## config.mk

```make
export PLATFORM = sky130hd
export DESIGN_NAME = switch_port_sync_and_irq_mask_regs
export DESIGN_NICKNAME = d
export VERILOG_FILES = /design/src/rtl/sync_slot.v /design/src/rtl/port_flush_ctrl.v /design/src/rtl/switch_port_sync_and_irq_mask_regs.v
export VERILOG_INCLUDE_DIRS = /design/src /design/src/inc
export SDC_FILE = /design/constraint.sdc
export NUM_CORES = 1
export LEC_CHECK = 0
export BUFFER_PORTS_ARGS = -buffer_cell sky130_fd_sc_hd__buf_2
export CAP_MARGIN = 10
export CORE_ASPECT_RATIO = 2
export CORE_MARGIN = 5
export CORE_UTILIZATION = 42
export DETAILED_ROUTE_END_ITERATION = 6
export GPL_TIMING_DRIVEN = 0
export PLACE_DENSITY = 0.77
export SETUP_SLACK_MARGIN = 0.15
export SKIP_LAST_GASP = 1
export SYNTH_ARGS = -nofsm -noshare
export SYNTH_HDL_FRONTEND = slang
export SYNTH_SLANG_ARGS = --single-unit
```

## constraint.sdc

```tcl
create_clock -name core_clk -period 5.95 [get_ports core_clk]
set_input_delay 1.19 -clock core_clk [delete_from_list [all_inputs] [get_ports core_clk]]
set_output_delay 1.19 -clock core_clk [all_outputs]
set_load 0.1 [all_outputs]
```

## src/inc/port_regs_defs.vh

```
`ifndef PORT_REGS_DEFS_VH
`define PORT_REGS_DEFS_VH
// ----------------------------------------
// Register addresses
// ----------------------------------------
`define ADDR_INTERRUPT_MASK 6'h07
`define ADDR_LINK_SYNC_STATUS_HUNT 6'h08
`define ADDR_SYNC_PACKET_SEND_SELECT 6'h09
`define ADDR_CRC_ERROR_PORT_FLAGS 6'h0A
// ----------------------------------------
// Mask bit positions
// ----------------------------------------
`define MASK_BIT_BUS_PARITY 0
`define MASK_BIT_QUEUE_EMPTY 1
`define MASK_BIT_MEM_FULL 2
`define MASK_BIT_CRC_ERROR 5
`define MASK_BIT_ADDR_CORRUPT 6
`define MASK_BIT_MS_PARITY 7
`define MASK_BIT_CTRL_RECEIVED 8
`define MASK_BIT_CTRL_SENT 9
`define MASK_BIT_PROC_ERROR 10
`define MASK_BIT_SYNC 11
`define MASK_BIT_LOSS_OF_SIGNAL 12
`define MASK_BIT_FLOW_VIOLATION 13
// Implemented mask bits; 3, 4, 14, 15 reserved
`define MASK_WRITABLE 16'h3FE7
// ----------------------------------------
// Reset values
// ----------------------------------------
`define RESET_INTERRUPT_MASK 16'h0000
`define RESET_SYNC_SEND_SELECT 16'h0000
`define RESET_CRC_FLAGS 16'h0000
`endif

```

## src/rtl/sync_slot.v

```verilog
`default_nettype none
// ----------------------------------------
// Per-port sync status with hunt request
// ----------------------------------------
module sync_slot (
  input wire core_clk, // system clock
  input wire rst_n, // sync reset, active low
  input wire clk_en, // freezes state while low
  input wire hunt_write, // write with this port's bit at one
  input wire link_locked, // link alignment achieved (already synchronised)
  output reg hunt_start, // one-cycle hunt request to alignment logic
  output reg synced // readable status
);
  always @(posedge core_clk) begin
    if (!rst_n) begin
      hunt_start <= 1'b0;
      synced <= 1'b0;
    end else if (clk_en) begin
      hunt_start <= hunt_write;
      if (hunt_write) begin
        synced <= 1'b0;
      end else if (!hunt_start) begin
        synced <= link_locked;
      end
    end
  end
endmodule // sync_slot
`default_nettype wire

```

## src/rtl/port_flush_ctrl.v

```verilog
`default_nettype none
// ----------------------------------------
// Per-output traffic steering under sync-packet mode
// ----------------------------------------
module port_flush_ctrl (
  input wire sync_send, // output sends sync packets
  input wire not_synced, // link unsynchronised
  input wire downstream_send_permission, // grant from downstream
  input wire threshold_grant, // occupancy vs threshold result
  output wire send_sync_packet, // send sync packets instead of traffic
  output wire slow_flush, // drain queue at data rate
  output wire dequeue_allowed, // dequeue may proceed
  output wire accept_input, // inputs keep accepting for this output
  output wire queue_grant // queue grant advertised
);
  assign send_sync_packet = sync_send;
  assign slow_flush = sync_send | not_synced;
  assign dequeue_allowed = slow_flush | downstream_send_permission;
  assign accept_input = 1'b1;
  assign queue_grant = threshold_grant;
endmodule // port_flush_ctrl
`default_nettype wire

```

## src/rtl/switch_port_sync_and_irq_mask_regs.v

```verilog
// Operation
// - Masked events still set status but raise no interrupt.
// - Mask bit 0 bus parity, 1 queue empty, 2 memory full; 3-4 reserved.
// - Bits 5 CRC, 6 address corruption, 7 parity, 8-9 control, 10 processor.
// - Bit 11 sync, 12 loss of signal, 13 flow violation; 14-15 reserved.
// - Sync register read: 0 unsynchronised with slow flush, 1 synchronised.
// - Writing one to a sync bit starts a hunt; zeros do nothing.
// - Starting a hunt drops that port's sync status to zero.
// - Per-port registers map bit n to port n, ports 0 to 15.
// - Selected outputs send sync packets instead of normal traffic.
// - Sync-sending outputs slow-flush at data rate, ignoring downstream grant.
// - Queue grants still come from threshold comparison.
// - CRC flag bit n sets when input port n sees a CRC error.
// - Reading CRC flags clears them after returning the value.
`include "port_regs_defs.vh"
`default_nettype none
module switch_port_sync_and_irq_mask_regs #(
  parameter PORTS = 16
) (
  input wire core_clk, // system clock, 50 MHz
  input wire rst_n, // sync reset, active low
  input wire clk_en, // freezes state while low
  input wire [5:0] config_bus_addr, // register address
  input wire config_bus_wr, // write strobe
  input wire config_bus_rd, // read strobe
  input wire [15:0] config_bus_wdata, // write data
  output reg [15:0] config_bus_rdata, // read data, registered
  output reg config_bus_rvalid, // read data valid
  input wire [15:0] app_status, // application status bits
  output wire interrupt_out, // interrupt request, active high
  input wire [PORTS-1:0] link_locked, // per-port alignment achieved
  output wire [PORTS-1:0] hunt_start, // per-port hunt pulse
  input wire [PORTS-1:0] crc_error, // per-port CRC error pulse
  input wire [PORTS-1:0] downstream_send_permission, // per-output downstream grant
  input wire [PORTS-1:0] threshold_grant, // per-output threshold compare
  output wire [PORTS-1:0] send_sync_packet, // per-output sync packet mode
  output wire [PORTS-1:0] slow_flush, // per-output slow flush
  output wire [PORTS-1:0] dequeue_allowed, // per-output dequeue enable
  output wire [PORTS-1:0] accept_input, // per-output input acceptance
  output wire [PORTS-1:0] queue_grant // per-output queue grant
);
  // ----------------------------------------
  // Registers
  // ----------------------------------------
  reg [15:0] interrupt_mask;
  reg [PORTS-1:0] sync_packet_send_select;
  reg [PORTS-1:0] crc_error_port_flags;
  wire [PORTS-1:0] synced;
  wire wr_mask = config_bus_wr && config_bus_addr == `ADDR_INTERRUPT_MASK;
  wire wr_sync = config_bus_wr && config_bus_addr == `ADDR_LINK_SYNC_STATUS_HUNT;
  wire wr_send = config_bus_wr && config_bus_addr == `ADDR_SYNC_PACKET_SEND_SELECT;
  wire rd_crc = config_bus_rd && config_bus_addr == `ADDR_CRC_ERROR_PORT_FLAGS;

  always @(posedge core_clk) begin
    if (!rst_n) begin
      interrupt_mask <= `RESET_INTERRUPT_MASK;
      sync_packet_send_select <= `RESET_SYNC_SEND_SELECT;
      crc_error_port_flags <= `RESET_CRC_FLAGS;
    end else if (clk_en) begin
      if (wr_mask) begin
        interrupt_mask <= config_bus_wdata & `MASK_WRITABLE;
      end
      if (wr_send) begin
        sync_packet_send_select <= config_bus_wdata[PORTS-1:0];
      end
      // New errors win over the read clear
      crc_error_port_flags <= (rd_crc ? {PORTS{1'b0}} : crc_error_port_flags) | crc_error;
    end
  end

  // ----------------------------------------
  // Read data
  // ----------------------------------------
  always @(posedge core_clk) begin
    if (!rst_n) begin
      config_bus_rdata <= 16'h0000;
      config_bus_rvalid <= 1'b0;
    end else if (clk_en) begin
      config_bus_rvalid <= config_bus_rd;
      if (config_bus_rd) begin
        case (config_bus_addr)
          `ADDR_INTERRUPT_MASK: config_bus_rdata <= interrupt_mask;
          `ADDR_LINK_SYNC_STATUS_HUNT: config_bus_rdata <= synced;
          `ADDR_SYNC_PACKET_SEND_SELECT: config_bus_rdata <= sync_packet_send_select;
          `ADDR_CRC_ERROR_PORT_FLAGS: config_bus_rdata <= crc_error_port_flags;
          default: config_bus_rdata <= 16'h0000;
        endcase
      end
    end
  end

  // Masked status stays visible upstream, only the request is gated
  assign interrupt_out = |(app_status & ~interrupt_mask & `MASK_WRITABLE);

  // ----------------------------------------
  // Per-port slices
  // ----------------------------------------
  genvar i;
  generate
    for (i = 0; i < PORTS; i = i + 1) begin : g_port
      sync_slot u_sync (
        .core_clk(core_clk),
        .rst_n(rst_n),
        .clk_en(clk_en),
        .hunt_write(wr_sync & config_bus_wdata[i]),
        .link_locked(link_locked[i]),
        .hunt_start(hunt_start[i]),
        .synced(synced[i])
      );
      port_flush_ctrl u_flush (
        .sync_send(sync_packet_send_select[i]),
        .not_synced(~synced[i]),
        .downstream_send_permission(downstream_send_permission[i]),
        .threshold_grant(threshold_grant[i]),
        .send_sync_packet(send_sync_packet[i]),
        .slow_flush(slow_flush[i]),
        .dequeue_allowed(dequeue_allowed[i]),
        .accept_input(accept_input[i]),
        .queue_grant(queue_grant[i])
      );
    end
  endgenerate
endmodule // switch_port_sync_and_irq_mask_regs
`default_nettype wire

```

=== After elaboration in Yosys (flattened, before gate mapping) ===
Index checks and enable logic that the tools add are counted.
Widths: inputs -> output; s select.

* Bits in registers: 93
* Bits of input ports: 107

* Reductions and logical operators: 24
* Equality and inequality tests: 20
* Muxes and demuxes: 34
* Bitwise gates (word level): 67

{| class="wikitable"
|+ Operators by type and width
! cell !! number
|-
| $pmux 16 s4 || 1
|-
| $reduce_and 2->1 || 19
|-
| $mux 1 || 32
|-
| $ne 2x1->1 const B || 16
|-
| $or 1x1->1 || 32
|-
| $eq 6x4->1 const B || 3
|-
| $and 1x1->1 || 16
|-
| $mux 16 || 1
|-
| $not 1->1 || 16
|-
| $or 16x16->16 || 1
|-
| $and 14x14->14 || 1
|-
| $not 14->14 || 1
|-
| $reduce_or 12->1 || 1
|-
| $eq 6x3->1 const B || 1
|-
| $logic_and 1x1->1 || 4
|}

=== Logic depth before layout (Yosys ltp) ===
Gate-level depths: netlist (run 1).

* Depth in word-level cells: 5
* Mapped depth: 6

=== Modules after synthesis ===
From an unflattened synthesis (run 1), not the netlist that was laid out.

* Cells, all modules: 574
* Area, all modules: 5033.6 um2

{| class="wikitable"
|+ Modules (own cells, without submodules)
! module !! cells an instance !! instances !! area each (um2) !! seq. area each (um2)
|-
| switch_port_sync_and_irq_mask_regs || 334 || 1 || 3051.7 || 1221.2
|-
| sync_slot || 9 || 16 || 85.1 || 40.0
|-
| port_flush_ctrl || 6 || 16 || 38.8 || 0.0
|}

=== Least setup slack after synthesis (run 1) ===
Ideal clock, no wire load.

* Kind: input to output
* From: input app_status[9]
* To: output interrupt_out
* Path buffers: 0
* Data required time: 4.760 ns
* Arrival: 2.267 ns
* Path slack: 2.493 ns
* Stages: 4
* Cell sequence: inv_1 > o22ai_1 > a221oi_1 > nand3_1

* Word-level cells in the longest chain between the ends: 2

{| class="wikitable"
|+ Ends and longest elaborated chain
! what !! RTL line !! text
|-
| start: declaration || switch_port_sync_and_irq_mask_regs.v:29 || <nowiki>input wire [15:0] app_status,</nowiki>
|-
| $and 14x14->14 || switch_port_sync_and_irq_mask_regs.v:93 || <nowiki>assign interrupt_out = |(app_status & ~interrupt_mask & `MASK_WRITABLE);</nowiki>
|-
| $reduce_or 12->1 || switch_port_sync_and_irq_mask_regs.v:93 ||
|-
| end: declaration || switch_port_sync_and_irq_mask_regs.v:30 || <nowiki>output wire interrupt_out,</nowiki>
|}

No other way between the ends.

=== Worst setup path in the final report (run 1) ===
Ends and elaborated chain as after synthesis.

==> flow_summary_export.csv, run 1 <==
group,metric,value,unit
status,status,"completed",
hold_path,min_to,"config_bus_rvalid",
placement,hpwlAfterDp,12.20,mm
sta,relSlewSlack,33.76,%
setup_path,setup.worst_path.start_class,"input port",
setup_path,crit_fanout,1,
hold_path,min_path_cells,2,
synth,synthFlopType,"dfxtp_1",
cells_and_area,drive_above_1_share,45.34,%
synth,syn_inst,557,
synth,yosysSeqAreaShare,36.87,%
detailed_routing,wl,15.63,mm
hold_path,min_from,"config_bus_rvalid",
floorplanning,initial_utilization,42.90,%
clock_tree,cts_tree,"built",
power_and_ir_drop,p_int,1.106,mW
detailed_routing,viasPerCell,4.914,
setup_path,end_kind,"output pin",
sta,rsz0062_at_grt,"false",
power_and_ir_drop,p_switching,0.4960,mW
sta,finalSetupViolCount,0,
floorplanning,die-area,14450,µm²
global_route,overflow,0,
sta,finalCritPeriodShare,55.03,%
floorplanning,row_count,56,
detailed_routing,drtIter0Drc,248,
sta,max_freq,305.4,MHz
synth,yosysWarnings,0,
global_route,grt_pass1_wl,23.18,mm
global_route,grtUsageTotal,21.23,%
global_route,antenna_found_initial,1,
synth,ys_types,38,
power_and_ir_drop,powerDensity,245.7,nW/µm²
setup_path,crit_path_top_delay_cell,"buf_2",
placement,port-buffer-count,184,
clock_tree,cts_buffer_depth,2,
global_route,grt_use_met2,38.98,%
setup_path,worstPathRequired,4.76,ns
synth,synth_fa_ha_area_share,0,%
power_and_ir_drop,seqPwrFrac,40.5,%
cells_and_area,fin_nets,874,
clock_tree,clockRootBuffer,"clkbuf_16",
synth,synth_top_family_by_area,"simple AND/OR/NAND/NOR gates",
setup_path,criticalPathCategory,"in2out",
clock_tree,cts_resized,0,
synth,synth_enable_flop_cells,0,
clock_tree,cts_buffers,9,
sta,final_max_slew_viol_count,0,
power_and_ir_drop,total_power,1.603,mW
power_and_ir_drop,comb_power_share,22.0,%
global_route,grt_pass1_vias,4496,
synth,synth_top_cell_by_area,"dfxtp_1",
clock_tree,post_cts_buffers,0,
global_route,grt_max_degree,15,
synth,synthSimpleGateAreaFrac,18.51,%
floorplanning,die_w,87.54,µm
detailed_routing,wl_per_cell,17.01,µm
detailed_routing,vias,4516,
sta,worstMarginPinSlew,0.9798,ns
global_route,use_met1,22.92,%
clock_tree,ctsHoldBuffers,0,
floorplanning,coreArea,11770,µm²
placement,gp_congestion,0.8618,
setup_path,timing.rr.start,"g_port[3].u_sync.hunt_start",
synth,synth_xor_area_share,0,%
synth,synth.ff_latch_count,93,
sta,tns,0,ns
clock_tree,clk_pin_slew,0.06,ns
placement,dp_slack,2.669,ns
floorplanning,die_y,165.1,µm
synth,synth.cell_area,5050,µm²
global_route,grt.busiest_layer,"met2",
setup_path,reg2reg_setup_slack,4.89,ns
setup_path,r2r_end,"g_port[3].u_sync.synced",
synth,synth.area.top_cells,"dfxtp_1 (37%), buf_4 (14%), nor2b_1 (6.7%), mux2i_1 (6.3%), mux2_2 (3.6%)",
setup_path,reg2reg_depth,4,
detailed_routing,ant_nets,0,
synth,avgSynthCellArea,9.066,µm²
setup_path,crit_chain,"buf_2 > inv_1 > o22ai_1 > a221oi_1 > nand3_1 > buf_2",
job,cap_violations,0,
floorplanning,num_io_pins,221,
power_and_ir_drop,max-vdd-ir-drop,0.1661,mV
setup_path,arrival,2.08,ns
synth,synth_compound_area_share,16.20,%
power_and_ir_drop,cellLeakagePower,2.924,nW
sta,fin_ws,2.676,ns
synth,async_flop_share,0,%
clock_tree,clkSinkCount,93,
clock_tree,clk_latency,0.34,ns
synth,yosysTopAreaCellShare,36.87,%
setup_path,max_stage_delay,0.30,ns
hold_path,hold_path.class,"reg2reg",
detailed_routing,route.detailed.drc,0,
detailed_routing,drt_pass1_iterations,4,
cells_and_area,syn_to_final_growth,29.14,%
synth,muxShareOfSynthArea,9.911,%
sta,period_minus_slack,3.274,ns
power_and_ir_drop,power_frac_clock,37.5,%
setup_path,crit_top_cell,"buf_2",
power_and_ir_drop,p_sw_share,30.95,%
sta,hold_viol,0,
global_route,grt_use_met3,3.525,%
sta,fin_skew,0.004523,ns
clock_tree,htree_num_levels,3,
## routing by layer
layer  wire, µm  vias up
li1           -     2210
met1       5564     2083
met2       8509      200
met3       1112       23
met4        442        0
met5          0        -
## placed cells by master, fill, tap and decap left out, types with 3 or more instances in the layout
cell type,synthesis,routed
o2bb2ai_1,4,4
inv_1,12,12
mux2_2,16,16
clkbuf_1,19,21
a22oi_2,10,10
a22o_1,16,16
nor2b_1,54,54
buf_6,3,3
nand2_1,43,43
a31oi_1,4,4
buf_2,5,189
clkbuf_16,0,9
a21boi_0,13,13
conb_1,1,16
and2_1,3,3
dfxtp_1,93,93
clkinv_2,0,3
nand2b_1,22,22
a221oi_1,3,3
o21ai_0,13,13
a22oi_1,22,22
mux2i_1,32,32
buf_4,97,97
nor2_1,12,12
a21oi_1,24,24
o22ai_1,3,3
or2_2,16,16
## power by group through the flow
stage,Clock (mW),Combinational (mW),Sequential (mW)
after floorplan,0,0.276,0.663
after global placement,0,0.350,0.663
after detailed placement,0,0.353,0.663
after CTS,0.606,0.353,0.649
after global routing,0.633,0.371,0.651
final,0.600,0.353,0.649
## stage by stage
step                      hold WS, ns  std cells  util, %  area, µm²
after floorplan                0.4538        572        -       5106
final                          0.4829        919    55.40       6521
after detailed placement       0.4728        901    52.74       6208
after global placement         0.4671        901    52.74       6208
after CTS                      0.4832        917    55.36       6516
after global routing           0.5084        918    55.38       6519
## cells by family after synthesis
logic type             after synthesis
AND/OR/NAND/NOR                    164
buffers and inverters              139
AO/OA/AOI/OAI                      112
flip-flops                          93
multiplexers                        48
other                                1
## cell usage after synthesis, drive strengths merged (4+ instances only)
library cell  instances
nor2                 12
inv                  12
buf                 108
o2bb2ai               4
dfxtp                93
a31oi                 4
a22oi                32
a21oi                24
nor2b                54
o21ai                13
mux2i                32
a21boi               13
a22o                 16
nand2                43
or2                  16
nand2b               22
clkbuf               19
mux2                 16
## registers in the layout, indices dropped and copies added, names as in the netlist
name,cells
config_bus_rdata,16
config_bus_rvalid,1
sync_packet_send_select,16
g_port.u_sync.hunt_start,16
interrupt_mask,12
crc_error_port_flags,16
g_port.u_sync.synced,16
## worst max-delay path, delay by kind of cell
kind / cells / cell delay [ns]
compound gates: 2 / 0.35
buf+inv: 3 / 0.44
simple gates: 1 / 0.10
## worst max-delay path by stage
stage                   from       endpoint  slack [ns]
2_1_floorplan  app_status[9]  interrupt_out        2.49
3_3_place_gp   app_status[9]  interrupt_out        2.68
3_5_place_dp   app_status[9]  interrupt_out        2.67
4_1_cts        app_status[9]  interrupt_out        2.67
5_1_grt        app_status[9]  interrupt_out        2.61
6_report       app_status[9]  interrupt_out        2.68
## layout make-up
type                       instances  area, µm²
inverter                          12      45.04
buffer                           127      885.9
clock buffer                      11      232.7
antenna                            2      5.005
sequential                        93       1862
fill                            1122       5250
timing repair buffer             184      920.9
multi-input combinational        340       2313
tap                              145      181.4
clock inverter                     5      75.07
Note: power is estimated with default switching activity, not from simulation.
==> run 2: changes to the inputs <==
- ABC_AREA: default -> 1
- clock period: 5.95 -> 3.35 ns (I/O delays scaled with it)
==> run 2 against run 1 <==
  * Combinational power rose by 77%
  * Clock power grew 75%
  * Hold slack got worse by 0.020 ns
  * Sequential share of layout area down 0.36 points
  * Die area rose by 1.6%
  * Power grew 76%
  * Synthesized area is 1.8% higher
  * Via count is 18% higher
  * Count of clock-buffer cells in the layout unchanged
  * Utilization decreased by 0.61 points
==> flow_summary_export.csv, run 2 <==
group,metric,value,unit
status,status,"completed",
cells_and_area,drive_above_1_share,38.05,%
global_route,grt_pass1_vias,5170,
setup_path,r2r_end,"config_bus_rdata[5]",
setup_path,crit_family,"buffers and inverters",
sta,period_minus_slack,2.248,ns
synth,synth_fa_ha_area_share,0,%
sta,hold-worst-slack,0.4628,ns
synth,yosysTopAreaCellShare,36.22,%
synth,synth_compound_area_share,15.26,%
sta,finalSetupViolCount,0,
setup_path,crit_fanout,1,
placement,hpwlAfterDp,13.96,mm
global_route,antenna_found_initial,2,
global_route,overflow,0,
cells_and_area,nFillCells,1206,
synth,muxShareOfSynthArea,0,%
hold_path,min_to,"config_bus_rdata[15]",
hold_path,min_path_cells,2,
floorplanning,die-area,14680,µm²
synth,async_flop_share,0,%
cells_and_area,regArea,1862,µm²
setup_path,worstPathRequired,2.68,ns
cells_and_area,final_area,6604,µm²
detailed_routing,drt_pass1_iterations,5,
setup_path,arrival,1.58,ns
synth,ys_types,26,
setup_path,reg2reg_depth,4,
sta,final_max_slew_viol_count,0,
detailed_routing,ant_nets,0,
synth,synth_common_cells,"nand2_1 (149), buf_4 (98), a21oi_1 (94)",
power_and_ir_drop,cellLeakagePower,3.106,nW
sta,worstMarginPinSlew,0.6588,ns
cells_and_area,syn_to_final_growth,28.48,%
synth,synth.cell_area,5140,µm²
detailed_routing,wl_per_cell,15.76,µm
synth,yosysMostFrequentCell,"nand2_1",
setup_path,setup.worst_path.start_class,"input port",
global_route,grtUsageTotal,22.91,%
synth,synthFlopType,"dfxtp_1",
setup_path,reg2reg_setup_slack,2.39,ns
synth,syn_inst,719,
placement,dpl_cell_area,6296,µm²
synth,synth_top_family_by_area,"simple AND/OR/NAND/NOR gates",
synth,synth.ff_latch_count,93,
setup_path,crit_buf_inv,2,
sta,relSlewSlack,56.08,%
detailed_routing,wl,17.05,mm
power_and_ir_drop,powerDensity,427.8,nW/µm²
setup_path,end_kind,"output pin",
floorplanning,die_y,166.4,µm
sta,tns,0,ns
synth,synth.area.top_cells,"dfxtp_1 (36%), buf_4 (14%), nand2_1 (11%), a21oi_1 (9.2%), nand3_1 (7.5%)",
hold_path,hold_path.class,"reg2reg",
setup_path,criticalPathCategory,"in2out",
detailed_routing,viasPerCell,4.906,
sta,rsz0062_at_grt,"false",
synth,synth_xor_area_share,0,%
synth,synthSimpleGateAreaFrac,26.90,%
placement,gp_congestion,0.9618,
cells_and_area,fin_nets,1035,
global_route,grt_max_degree,16,
clock_tree,clk_pin_slew,0.06,ns
setup_path,crit_path_top_delay_cell,"buf_2",
sta,fin_ws,1.102,ns
clock_tree,cts_resized,0,
sta,fin_skew,0.006428,ns
setup_path,max_stage_delay,0.32,ns
synth,synth_top_cell_by_area,"dfxtp_1",
detailed_routing,vias,5308,
floorplanning,initial_utilization,42.65,%
setup_path,crit_top_cell,"buf_2",
synth,avgSynthCellArea,7.149,µm²
synth,yosysSeqAreaShare,36.22,%
hold_path,min_from,"config_bus_rdata[15]",
sta,finalCritPeriodShare,67.10,%
clock_tree,cts_buffer_depth,2,
clock_tree,clkSinkCount,93,
job,cap_violations,0,
placement,dp_slack,1.103,ns
synth,yosysWarnings,0,
floorplanning,num_io_pins,221,
synth,synth_enable_flop_cells,0,
clock_tree,clk_latency,0.35,ns
cells_and_area,final_cell_mix,"buf_2 (194), nand2_1 (149), buf_4 (98)",
detailed_routing,route.detailed.drc,0,
floorplanning,row_count,57,
global_route,grt_pass1_wl,26.14,mm
cells_and_area,final_core_util,54.79,%
sta,max_freq,444.8,MHz
detailed_routing,drtIter0Drc,263,
clock_tree,clockRootBuffer,"clkbuf_16",
power_and_ir_drop,max-vdd-ir-drop,0.3228,mV
sta,hold_viol,0,
cells_and_area,multiInputGateArea,2227,µm²
clock_tree,post_cts_buffers,0,
setup_path,timing.rr.start,"g_port[5].u_sync.synced",
placement,port-buffer-count,183,
setup_path,crit_chain,"buf_2 > a22o_1 > nor2_1 > nand3_1 > buf_2",
clock_tree,ctsHoldBuffers,0,
floorplanning,die_w,88.23,µm
clock_tree,htree_num_levels,3,
clock_tree,cts_tree,"built",
floorplanning,coreArea,12050,µm²
cells_and_area,final_common_cell,"buf_2",
clock_tree,cts_buffers,9,
==> run 2: area by class of cell <==
type / count / share of cell area (%)
flip-flops and latches: 93 / 28.19
well taps: 147 / 2.785
clock inverters: 5 / 0.9094
clock buffers: 11 / 3.676
diodes: 2 / 0.07579
repair buffers: 183 / 13.87
multi-input cells: 460 / 33.72
inverters: 48 / 2.728
plain buffers: 133 / 14.04
==> run 2: per-layer routing <==
| layer | GRT usage (%) | wire, µm |
|---|---|---|
| met1 | 22.63 | 5619 |
| met2 | 43.43 | 9471 |
| met3 | 4.202 | 1249 |
| met4 | 11.12 | 706 |
| met5 | 0 | 0 |
==> run 2: report_power, final <==
group / internal [mW] / total (mW) / switching (mW)
clock network: 0.601 / 1.05 / 0.445
registers: 1.13 / 1.15 / 0.0205
logic: 0.154 / 0.626 / 0.472
total: 1.89 / 2.83 / 0.937
==> run 2: worst min-delay path: cells and delay by family (launching register included) <==
kind               cells  cell delay (ns)
AOI/OAI and AO/OA      1             0.05
DFF                    1             0.31
and+or+nand+nor        1             0.06
==> run 2: how the worst max path moves through the flow <==
stage	from	endpoint	slack [ns]	cells past startpoint
after global routing	app_status[13]	interrupt_out	1.03	5
after CTS	app_status[13]	interrupt_out	1.10	5
after floorplan	app_status[9]	interrupt_out	0.95	4
after detailed placement	app_status[13]	interrupt_out	1.10	5
after global placement	app_status[13]	interrupt_out	1.10	5
final	app_status[13]	interrupt_out	1.10	5
==> run 2: logic make-up (layout without fill, tap and decap cells) <==
kind of cell	count (synthesis)	in the layout
AOI/OAI and AO/OA	153	153
buffers and inverters	181	380
and+or+nand+nor	291	291
DFF	93	93
other	1	18
==> run 2: per-stage QoR <==
step	instances	power, mW
after detailed placement	1064	1.801
after floorplan	734	1.659
after global placement	1064	1.797
after CTS	1080	2.820
final	1082	2.825
after global routing	1082	2.905
==> run 3: changes to the inputs <==
- clock period: 3.35 -> 2.2 ns (I/O delays scaled with it)
==> run 3 against run 2 <==
  * Combinational power rose by 52%
  * Largest power group unchanged
  * Non-clock buffer count stayed put
  * Register-to-register slack got worse by 1.2 ns
  * Largest cell class unchanged
  * Via count stayed put
  * Highest routed layer unchanged
==> flow_summary_export.csv, run 3 (synthesis gave the netlist of run 2 again) <==
group,metric,value,unit
status,status,"completed",
floorplanning,initial_utilization,42.65,%
global_route,antenna_found_initial,2,
setup_path,criticalPathCategory,"reg2out",
detailed_routing,wl_per_cell,15.76,µm
placement,place_inst,1064,
global_route,grt_pass1_wl,26.14,mm
detailed_routing,viasPerCell,4.906,
sta,relSlewSlack,56.08,%
cells_and_area,fin_nets,1035,
hold_path,min_path_cells,3,
cells_and_area,final_cell_mix,"buf_2 (193), nand2_1 (149), buf_4 (98)",
sta,finalSetupViolCount,0,
sta,fin_ws,0.2046,ns
clock_tree,cts_buffer_depth,2,
detailed_routing,wl,17.05,mm
clock_tree,cts_tree,"built",
setup_path,timing.rr.start,"g_port[5].u_sync.synced",
setup_path,max_stage_delay,0.36,ns
detailed_routing,drt_pass1_iterations,5,
hold_path,min_from,"crc_error[5]",
setup_path,r2r_end,"config_bus_rdata[5]",
hold_path,hold_path.class,"in2reg",
clock_tree,clkSinkCount,93,
setup_path,worstPathRequired,1.76,ns
sta,max_freq,501.1,MHz
sta,final_max_slew_viol_count,0,
clock_tree,post_cts_buffers,0,
hold_path,min_to,"crc_error_port_flags[5]",
placement,port-buffer-count,183,
sta,finalCritPeriodShare,90.70,%
setup_path,crit_chain,"inv_1 > nand2_1 > or2_2 > buf_4 > buf_2",
clock_tree,cts_resized,0,
clock_tree,clockRootBuffer,"clkbuf_16",
power_and_ir_drop,powerDensity,651.2,nW/µm²
global_route,overflow,0,
clock_tree,ctsHoldBuffers,0,
placement,gp_congestion,0.9618,
cells_and_area,regArea,1862,µm²
sta,worstMarginPinSlew,0.6588,ns
detailed_routing,route.detailed.drc,0,
clock_tree,htree_num_levels,3,
setup_path,crit_fanout,3,
setup_path,startpoint,"sync_packet_send_select[1]",
setup_path,end_kind,"output pin",
sta,fin_skew,0.006428,ns
cells_and_area,multiInputGateArea,2227,µm²
power_and_ir_drop,total_power,4.302,mW
clock_tree,cts_buffers,9,
floorplanning,row_count,57,
clock_tree,clk_pin_slew,0.07,ns
global_route,grtUsageTotal,22.91,%
setup_path,crit_buf_inv,3,
floorplanning,die-area,14680,µm²
cells_and_area,syn_to_final_growth,28.53,%
cells_and_area,drive_above_1_share,38.05,%
sta,hold-worst-slack,0.3448,ns
clock_tree,clk_latency,0.35,ns
cells_and_area,instances_no_fill,1082,
placement,dp_slack,0.3380,ns
sta,rsz0062_at_grt,"false",
setup_path,crit_path_top_delay_cell,"dfxtp_1",
cells_and_area,final_common_cell,"buf_2",
setup_path,crit_family,"buffers and inverters",
sta,period_minus_slack,1.995,ns
floorplanning,die_w,88.23,µm
floorplanning,coreArea,12050,µm²
setup_path,setup.worst_path.start_class,"register",
global_route,grt_max_degree,16,
cells_and_area,nFillCells,1206,
setup_path,reg2reg_depth,4,
power_and_ir_drop,cellLeakagePower,3.108,nW
detailed_routing,drtIter0Drc,263,
placement,hpwlAfterDp,13.96,mm
power_and_ir_drop,max-vdd-ir-drop,0.4916,mV
detailed_routing,ant_nets,0,
global_route,grt_pass1_vias,5170,
setup_path,reg2reg_setup_slack,1.24,ns
floorplanning,die_y,166.4,µm
sta,tns,0,ns
setup_path,arrival,1.56,ns
job,cap_violations,0,
detailed_routing,vias,5308,
sta,hold_viol,0,
floorplanning,num_io_pins,221,
run 3: changes by cell type in the layout (fill, tap and decap cells not counted), sizes merged:
cell	previous run	this run
buf	300	299
clkbuf	27	28
run 3: through the flow:
stage | cell area [µm²] | util (%)
finish | 6606 | 54.81
floorplan | 5196 | -
CTS | 6599 | 54.75
detailed placement | 6296 | 52.24
global placement | 6296 | 52.24
global route | 6606 | 54.81
run 3: metal layers:
| metal | share of wire, % | routed length (µm) | vias to the layer above | track usage, % |
|---|---|---|---|---|
| li1 | - | - | 2654 | - |
| met1 | 33 | 5619 | 2368 | 22.63 |
| met2 | 56 | 9472 | 240 | 43.43 |
| met3 | 7.3 | 1249 | 46 | 4.202 |
| met4 | 4.1 | 706 | 0 | 11.12 |
| met5 | 0 | 0 | - | 0 |
run 3: worst reg2reg max path, cell delays in order, from the launching register on:
cell	delay, ns
dfxtp_1	0.35
nand3_1	0.09
nand2_1	0.06
o21ai_1	0.23
a21oi_1	0.10
run 3: worst max path at each step:
stage,to,slack [ns],depth (start not counted)
3_5_place_dp,config_bus_rdata[5],0.34,6
5_1_grt,interrupt_out,0.16,5
4_1_cts,dequeue_allowed[5],0.22,4
2_1_floorplan,interrupt_out,0.26,4
6_report,dequeue_allowed[1],0.20,5
3_3_place_gp,crc_error_port_flags[10],0.37,5
run 3: where the power goes:
group / internal, mW / leakage (nW) / switching (mW)
logic: 0.234 / 2.21 / 0.718
registers: 1.73 / 0.756 / 0.0312
clock network: 0.915 / 0.146 / 0.678
total: 2.87 / 3.11 / 1.43
run 3: cell type report:
cell class                 instances  share of cell area (%)
tap                              147                   2.784
multi-input combinational        460                   33.71
clock buffer                      11                   3.674
timing repair buffer             183                   13.90
clock inverter                     5                  0.9091
inverter                          48                   2.727
buffer                           133                   14.03
sequential                        93                   28.18
antenna                            2                 0.07576
